**src/hw/aap_pkg.sv**
```systemverilog
// constants shared by the arming and pulse-code output block
package aap_pkg;

    // ******************************************
    // widths
    // ******************************************
    localparam int SAMPLE_W = 12;             // offset-cancelled sample width
    localparam int THR_W    = 8;              // threshold width
    localparam int THR_SHIFT = 4;             // threshold lsb sits at sample bit 4
    localparam int PCM_W    = 9;              // pulse-code accumulator width
    localparam int HIST_MAX = 8;              // deepest averaging window
    localparam int CNT_W    = 4;              // consecutive-sample counter width

    // ******************************************
    // mode field encodings
    // ******************************************
    localparam logic [2:0] MODE_OFF    = 3'h0;  // arming disabled, pin idle
    localparam logic [2:0] MODE_MA_HI  = 3'h1;  // moving average, active high
    localparam logic [2:0] MODE_CNT_HI = 3'h2;  // count, active high
    localparam logic [2:0] MODE_UNF_HI = 3'h3;  // unfiltered, active high
    localparam logic [2:0] MODE_PCM    = 3'h4;  // pulse-code output
    localparam logic [2:0] MODE_MA_LO  = 3'h5;  // moving average, active low
    localparam logic [2:0] MODE_CNT_LO = 3'h6;  // count, active low
    localparam logic [2:0] MODE_UNF_LO = 3'h7;  // unfiltered, active low

    // ******************************************
    // timing
    // ******************************************
    localparam int CLK_HZ          = 40_000_000;           // ref_clk rate
    localparam int PCM_HZ          = 8_000_000;            // accumulator rate
    localparam int PCM_DIV         = CLK_HZ / PCM_HZ;      // ref_clk cycles per accumulator step
    localparam int STRETCH_UNIT_MS = 10;                   // stretch step per code
    localparam int STRETCH_UNIT_CYC = CLK_HZ / 1000 * STRETCH_UNIT_MS;  // cycles per stretch step

    // ******************************************
    // reset values
    // ******************************************
    localparam logic [2:0]  RST_MODE  = MODE_OFF;  // mode register after reset
    localparam logic [PCM_W-1:0] RST_ACC = 9'h000; // accumulator after reset
    localparam logic [2:0]  RST_DIV   = 3'h0;      // divider after reset

endpackage

```
**src/hw/aap_arm_pcm.sv**
```systemverilog
// arming evaluation, pulse stretch and pulse-code output for one axis
module aap_arm_pcm #(
    parameter int STRETCH_CYC = aap_pkg::STRETCH_UNIT_CYC  // cycles per stretch step
) (
    input  wire logic                          ref_clk,
    input  wire logic                          rst,
    input  wire logic                          cs_n_pin,
    input  wire logic                          accel_req,
    input  wire logic                          accel_resp,
    input  wire logic                          error_lock,
    input  wire logic signed [aap_pkg::SAMPLE_W-1:0] sample,
    input  wire logic [2:0]                    mode,
    input  wire logic [1:0]                    arm_window_size,
    input  wire logic [1:0]                    arm_stretch_time,
    input  wire logic signed [aap_pkg::THR_W-1:0] thr_pos,
    input  wire logic signed [aap_pkg::THR_W-1:0] thr_neg,
    output logic                               arm_pin,
    output logic                               arm_flag,
    output logic [aap_pkg::SAMPLE_W-1:0]       sample_latched
);
    import aap_pkg::*;

    // ************************************************************
    // helper functions
    // ************************************************************

    // signed compare against both thresholds, lsb aligned to sample bit 4
    function automatic logic thr_hit(input logic signed [SAMPLE_W-1:0] v,
                                     input logic signed [THR_W-1:0] p,
                                     input logic signed [THR_W-1:0] n);
        logic signed [SAMPLE_W-1:0] ps;
        logic signed [SAMPLE_W-1:0] ns;
        ps = SAMPLE_W'(p) <<< THR_SHIFT;
        ns = SAMPLE_W'(n) <<< THR_SHIFT;
        return (v >= ps) || (v <= ns);
    endfunction

    // window or count limit length for a 2-bit code: 1, 2, 4, 8
    function automatic logic [CNT_W-1:0] code_len(input logic [1:0] c);
        return CNT_W'(1) << c;
    endfunction

    // ************************************************************
    // chip select synchroniser and rise detect
    // ************************************************************
    logic cs_meta;        // first stage, read only by cs_sync
    logic cs_sync;        // synchronised chip select (low = active)
    logic cs_prev;        // previous synchronised level

    // two flops then an edge register
    always_ff @(posedge ref_clk or posedge rst) begin
        if (rst) begin
            cs_meta <= 1'b1;
            cs_sync <= 1'b1;
            cs_prev <= 1'b1;
        end else begin
            cs_meta <= cs_n_pin;
            cs_sync <= cs_meta;
            cs_prev <= cs_sync;
        end
    end

    logic cs_rise;        // end of a transfer
    logic req_rise;       // end of an acceleration request
    assign cs_rise  = cs_sync & ~cs_prev;
    assign req_rise = cs_rise & accel_req;

    // ************************************************************
    // mode decode
    // ************************************************************
    logic is_ma;          // moving average mode
    logic is_cnt;         // count mode
    logic is_unf;         // unfiltered mode
    logic is_pcm;         // pulse-code mode
    logic act_low;        // pin polarity
    logic [2:0] mode_prev;  // mode seen last cycle
    logic mode_chg;       // mode changed this cycle

    assign is_ma   = (mode == MODE_MA_HI)  || (mode == MODE_MA_LO);
    assign is_cnt  = (mode == MODE_CNT_HI) || (mode == MODE_CNT_LO);
    assign is_unf  = (mode == MODE_UNF_HI) || (mode == MODE_UNF_LO);
    assign is_pcm  = (mode == MODE_PCM);
    assign act_low = mode[2] & ~is_pcm;
    assign mode_chg = (mode != mode_prev);

    // remember mode to spot changes
    always_ff @(posedge ref_clk or posedge rst) begin
        if (rst) begin
            mode_prev <= RST_MODE;
        end else begin
            mode_prev <= mode;
        end
    end

    // evaluation strobe: a request ends, arming active, no error
    logic eval;
    assign eval = req_rise & ~error_lock & (is_ma | is_cnt | is_unf) & ~mode_chg;

    // ************************************************************
    // sample capture for the next response
    // ************************************************************
    always_ff @(posedge ref_clk or posedge rst) begin
        if (rst) begin
            sample_latched <= '0;
        end else if (req_rise) begin
            sample_latched <= sample;
        end
    end

    // ************************************************************
    // moving average history
    // ************************************************************
    logic signed [SAMPLE_W-1:0] hist [HIST_MAX];       // newest at index 0
    logic signed [SAMPLE_W-1:0] next_hist [HIST_MAX];  // history with new sample
    logic signed [SAMPLE_W+2:0] ma_sum;                // sum over window
    logic signed [SAMPLE_W-1:0] ma_avg;                // window average

    // shift the new sample in and average the first k entries
    always_comb begin
        next_hist[0] = sample;
        for (int i = 1; i < HIST_MAX; i++) begin
            next_hist[i] = hist[i-1];
        end
        ma_sum = '0;
        for (int i = 0; i < HIST_MAX; i++) begin
            if (i < int'(code_len(arm_window_size))) begin
                ma_sum = ma_sum + (SAMPLE_W+3)'(next_hist[i]);
            end
        end
        ma_avg = SAMPLE_W'(ma_sum >>> arm_window_size);
    end

    // history register, cleared on mode change
    always_ff @(posedge ref_clk or posedge rst) begin
        if (rst) begin
            for (int i = 0; i < HIST_MAX; i++) begin
                hist[i] <= '0;
            end
        end else if (mode_chg) begin
            for (int i = 0; i < HIST_MAX; i++) begin
                hist[i] <= '0;
            end
        end else if (eval && is_ma) begin
            hist <= next_hist;
        end
    end

    // ************************************************************
    // consecutive-sample counter
    // ************************************************************
    logic [CNT_W-1:0] cnt;       // consecutive hits
    logic [CNT_W-1:0] next_cnt;  // count after this sample
    logic             hit_raw;   // this sample beyond a threshold

    assign hit_raw  = thr_hit(sample, thr_pos, thr_neg);
    assign next_cnt = hit_raw ? ((cnt == code_len(arm_window_size)) ? cnt : cnt + 1'b1) : '0;

    // counter register
    always_ff @(posedge ref_clk or posedge rst) begin
        if (rst) begin
            cnt <= '0;
        end else if (mode_chg) begin
            cnt <= '0;
        end else if (eval && is_cnt) begin
            cnt <= next_cnt;
        end
    end

    // ************************************************************
    // arming condition
    // ************************************************************
    logic next_cond;  // condition from the sample being evaluated

    // pick the condition for the active mode
    always_comb begin
        if (is_ma) begin
            next_cond = thr_hit(ma_avg, thr_pos, thr_neg);
        end else if (is_cnt) begin
            next_cond = (next_cnt >= code_len(arm_window_size));
        end else if (is_unf) begin
            next_cond = hit_raw;
        end else begin
            next_cond = 1'b0;
        end
    end

    // condition after the most recently evaluated sample
    always_ff @(posedge ref_clk or posedge rst) begin
        if (rst) begin
            arm_flag <= 1'b0;
        end else if (mode_chg) begin
            arm_flag <= 1'b0;
        end else if (eval) begin
            arm_flag <= next_cond;
        end
    end

    // ************************************************************
    // pulse stretch timer
    // ************************************************************
    localparam int TMR_W = $clog2(3 * STRETCH_CYC + 1);  // fits the longest stretch
    logic [TMR_W-1:0] tmr;      // remaining stretch cycles
    logic [TMR_W-1:0] tmr_load; // programmed stretch length

    assign tmr_load = TMR_W'(STRETCH_CYC) * TMR_W'(arm_stretch_time);

    // load on arming, otherwise count down to zero
    always_ff @(posedge ref_clk or posedge rst) begin
        if (rst) begin
            tmr <= '0;
        end else if (mode_chg) begin
            tmr <= '0;
        end else if (eval && next_cond && (is_ma || is_cnt) && (arm_stretch_time != 2'h0)) begin
            tmr <= tmr_load;
        end else if (tmr != '0) begin
            tmr <= tmr - 1'b1;
        end
    end

    // ************************************************************
    // pulse-code output
    // ************************************************************
    logic [2:0]       div;       // 40 MHz to 8 MHz divider
    logic             pcm_en;    // accumulator step enable
    logic [PCM_W-1:0] acc;       // accumulator
    logic             pcm_bit;   // registered carry
    logic [PCM_W-1:0] pcm_val;   // unsigned saturated sample
    logic [PCM_W:0]   acc_sum;   // accumulator sum with carry

    assign pcm_en = (div == 3'(PCM_DIV - 1));

    // saturate to nine signed bits, then offset to unsigned
    always_comb begin
        if (sample > SAMPLE_W'(255)) begin
            pcm_val = 9'h1ff;
        end else if (sample < -SAMPLE_W'(256)) begin
            pcm_val = 9'h000;
        end else begin
            pcm_val = {~sample[8], sample[7:0]};
        end
    end

    assign acc_sum = {1'b0, acc} + {1'b0, pcm_val};

    // divider for the accumulator rate
    always_ff @(posedge ref_clk or posedge rst) begin
        if (rst) begin
            div <= RST_DIV;
        end else begin
            div <= pcm_en ? RST_DIV : div + 1'b1;
        end
    end

    // accumulate and keep the carry
    always_ff @(posedge ref_clk or posedge rst) begin
        if (rst) begin
            acc     <= RST_ACC;
            pcm_bit <= 1'b0;
        end else if (!is_pcm) begin
            acc     <= RST_ACC;
            pcm_bit <= 1'b0;
        end else if (pcm_en) begin
            acc     <= acc_sum[PCM_W-1:0];
            pcm_bit <= acc_sum[PCM_W];
        end
    end

    // ************************************************************
    // pin drive
    // ************************************************************
    logic arm_level;  // asserted level before polarity

    // choose the source of the arming level
    always_comb begin
        if (is_ma || is_cnt) begin
            arm_level = (arm_stretch_time == 2'h0) ? arm_flag : (tmr != '0);
        end else if (is_unf) begin
            arm_level = arm_flag & ~cs_sync & accel_resp;
        end else begin
            arm_level = 1'b0;
        end
    end

    // registered pin, pulse code or polarised arming
    always_ff @(posedge ref_clk or posedge rst) begin
        if (rst) begin
            arm_pin <= 1'b0;
        end else if (is_pcm) begin
            arm_pin <= pcm_bit;
        end else if (mode == MODE_OFF) begin
            arm_pin <= 1'b0;
        end else begin
            arm_pin <= arm_level ^ act_low;
        end
    end

endmodule

```
**config.mk**
```make
export PLATFORM = sky130hd
export DESIGN_NAME = aap_arm_pcm
export DESIGN_NICKNAME = d
export VERILOG_FILES = /design/src/hw/aap_pkg.sv /design/src/hw/aap_arm_pcm.sv
export SDC_FILE = /design/constraint.sdc
export NUM_CORES = 1
export LEC_CHECK = 0
export ABC_AREA = 0
export BUFFER_PORTS_ARGS = -buffer_cell sky130_fd_sc_hd__buf_2
export CAP_MARGIN = 20
export CORE_ASPECT_RATIO = 0.6
export CORE_MARGIN = 5
export CORE_UTILIZATION = 35
export DETAILED_ROUTE_END_ITERATION = 8
export HOLD_SLACK_MARGIN = 0.06
export PLACE_DENSITY = 0.53
export SYNTH_ARGS = -nofsm -noshare
export SYNTH_HDL_FRONTEND = slang
export SYNTH_SLANG_ARGS = --single-unit
```
**constraint.sdc**
```tcl
create_clock -name ref_clk -period 12.9 [get_ports ref_clk]
set_clock_uncertainty 0.2 [all_clocks]
set_input_delay 1.29 -clock ref_clk [delete_from_list [all_inputs] [get_ports ref_clk]]
set_output_delay 1.29 -clock ref_clk [all_outputs]
set_load 0.03 [all_outputs]
```
==> flow_metrics.tcl <==
set metrics [dict create \
    status "finished clean" \
    finalSetupViolations 0 \
    globalplace.congestion 0.857 \
    ant_nets 0 \
    hpwl_um 26800 \
    dpl_cell_area_um2 13200 \
    drive_above_1_share 0.0963 \
    fin_crit_ps 12260 \
    tightest_slew_ps 1160 \
    grt_max_degree 93 \
    fin_ws_ps 639 \
    gr-total-overflow 0 \
    numClockSinks 142 \
    drcViolationCount 0 \
    drt_pass1_iterations 5 \
    end_kind "register" \
    powerDensity_nw_per_um2 126 \
    final_common_cell "nand2_1" \
    ys_types 74 \
    synth-seq-cells 142 \
    slew_headroom 0.226 \
    die_h_um 156 \
    arrival_ps 12340 \
    drv_slew 0 \
    core_um2 35100 \
    crit_top_cell "ha_1" \
    synthFlopType "dfrtp_1" \
    cp-start-kind "primary input" \
    grt_usage 0.185 \
    p_leak_nw 7.08 \
    cp_slowest_cell "fa_1" \
    htree_num_levels 4 \
    drt_iter0_markers 733 \
    antenna_cells 0 \
    finalHoldViolCount 0 \
    numCtsBuffers 17 \
    vias 10898 \
    final_util 0.394 \
    yosysSeqAreaShare 0.284 \
    final_cell_mix "nand2_1, ha_1, dfrtp_1, nand3_1, nor2_1" \
    cpPeakStageDelay_ps 440 \
    synth-edff-count 0 \
    antenna_found_initial 0 \
    dieArea_um2 39800 \
    syn_inst 1516 \
    path_clk_slew_ps 70 \
    synth_fp_nets 1716 \
    required_ps 12980 \
    worst_ir_drop_vdd_uv 209 \
    async_flop_share 1.00 \
    nNetsFinal 1745 \
    drt-total-wl_um 36500 \
    path_max_fanout 20 \
    ioPinCount 55 \
    postLayoutCellArea_um2 13800 \
    routed_via_density 5.38 \
    crit_type "primary input to register" \
    first_global_vias 10467 \
    maxCapViolations 0 \
    area_growth_pct 10.6 \
    start_util 0.356 \
    wl_per_cell_um 18.0 \
    fillers 3611 \
    seq_area_um2 3560 \
    multi_input_comb_area_um2 8410 \
    synthesis.area_um2 12500 \
    cts_setup_buffers 0 \
    clk_latency_ps 450 \
    clock_path_buffers 2 \
    yosysWarnings 0 \
    grt_pass1_wl_um 58600 \
    rows 53 \
    holdWs_ps 159 \
    io_buffers 54 \
    die_w_um 254 \
    cts_tree "done" \
    cts_root_buf "clkbuf_16" \
    fmax_ghz 0.0816 \
    hp-class "register to register" \
    syn_avg_cell_area_um2 8.25 \
    min_period_over_period 0.950 \
    pre_cts_slack_ps 224 \
]
==> metal layers <==
layer | part of all wire | global-route usage | wire length [µm]
met4 | 0.0087 | 0.0327 | 318
met2 | 0.39 | 0.260 | 14300
met1 | 0.53 | 0.289 | 19500
met5 | 0 | 0 | 0
met3 | 0.065 | 0.0439 | 2360
==> cells by family after synthesis <==
group                    after synthesis  synth area share
AND/OR/NAND/NOR                      553             0.202
AO/OA/AOI/OAI                        374             0.192
adder cells (fa/ha/maj)              159             0.164
buffers and inverters                144            0.0454
flip-flops                           142             0.284
XOR/XNOR                             116            0.0823
multiplexers                          28            0.0306
==> synth_stat cells, types with 5 or more instances <==
library cell / instances / share of area
a211oi_1: 8 / 0.0048
a21o_1: 66 / 0.040
a21oi_1: 94 / 0.038
a221o_1: 5 / 0.0040
a31oi_1: 12 / 0.0060
and2_1: 13 / 0.0065
and3_1: 5 / 0.0025
buf_1: 15 / 0.0045
clkbuf_1: 39 / 0.012
dfrtp_1: 139 / 0.28
fa_1: 8 / 0.013
ha_1: 151 / 0.15
inv_1: 82 / 0.025
mux2_2: 12 / 0.011
mux2i_1: 9 / 0.0072
mux4_2: 6 / 0.011
nand2_1: 236 / 0.071
nand2b_1: 14 / 0.0070
nand3_1: 102 / 0.041
nand4_1: 7 / 0.0035
nor2_1: 97 / 0.029
nor2b_1: 14 / 0.0070
nor3_1: 22 / 0.0088
nor4_1: 8 / 0.0040
o211ai_1: 5 / 0.0030
o21a_1: 19 / 0.011
o21ai_0: 89 / 0.036
o21bai_1: 25 / 0.015
o31ai_1: 17 / 0.010
or2_2: 5 / 0.0025
or3_1: 8 / 0.0040
xnor2_1: 77 / 0.054
xor2_1: 38 / 0.027
==> where the power goes <==
part	switching (W)	leakage (nW)	internal, W
sequential	0.0000266	1.93	0.000479
combinational	0.000442	4.90	0.000314
clock	0.000225	0.254	0.000254
==> worst paths after layout <==
check                                startpoint                    to  slack [ps]  cells past startpoint
setup / recovery                      sample[0]   tmr[17]$_DFFE_PP0P_         640                     52
hold / removal                cs_meta$_DFF_PP1_     cs_sync$_DFF_PP1_         160                      0
setup reg to reg           hist[84]$_DFFE_PP0P_   tmr[17]$_DFFE_PP0P_        1240                     51
hold reg to reg               cs_meta$_DFF_PP1_     cs_sync$_DFF_PP1_         160                      0
max in group asynchronous                   rst  hist[25]$_DFFE_PP0P_       10390                      3
min in group asynchronous                   rst      div[1]$_DFF_PP0_         840                      2
==> through the flow <==
stage                     power [W]  instances  TNS [ps]
final                       0.00174       2025         0
after global routing        0.00186       2025     -4.84
after CTS                   0.00176       2024         0
after detailed placement    0.00127       1992         0
after global placement      0.00127       1992         0
after floorplan             0.00114       1516         0
==> layout make-up <==
type                            instances  share of cell area
Multi-Input combinational cell       1230               0.608
Sequential cell                       142               0.257
Tap cell                              467              0.0422
Clock buffer                           19              0.0320
Timing Repair Buffer                   71              0.0302
Inverter                               83              0.0229
Clock inverter                         13             0.00751
==> critical path, delay by kind of cell <==
kind,cells,cell delay [ps]
adder cells (fa/ha/maj),9,2910
AO/OA/AOI/OAI,23,4840
multiplexers,2,450
AND/OR/NAND/NOR,9,920
XOR/XNOR,7,1480
buffers and inverters,2,420
==> flip-flops by register name, indices dropped and copies added, names as in the netlist <==
name	count
acc	9
arm_flag	1
arm_pin	1
cnt	4
cs_meta	1
cs_prev	1
cs_sync	1
div	3
hist	84
mode_prev	3
pcm_bit	1
sample_latched	12
tmr	21
==> timing repair <==
| action | 4_1_cts | 5_1_grt |
|---|---|---|
| resized for setup | 0 | 4 |
| hold buffers | 0 | 0 |
| endpoints found under the setup margin | 0 | 20 |
No activity file was read; power rests on OpenSTA's default activity.
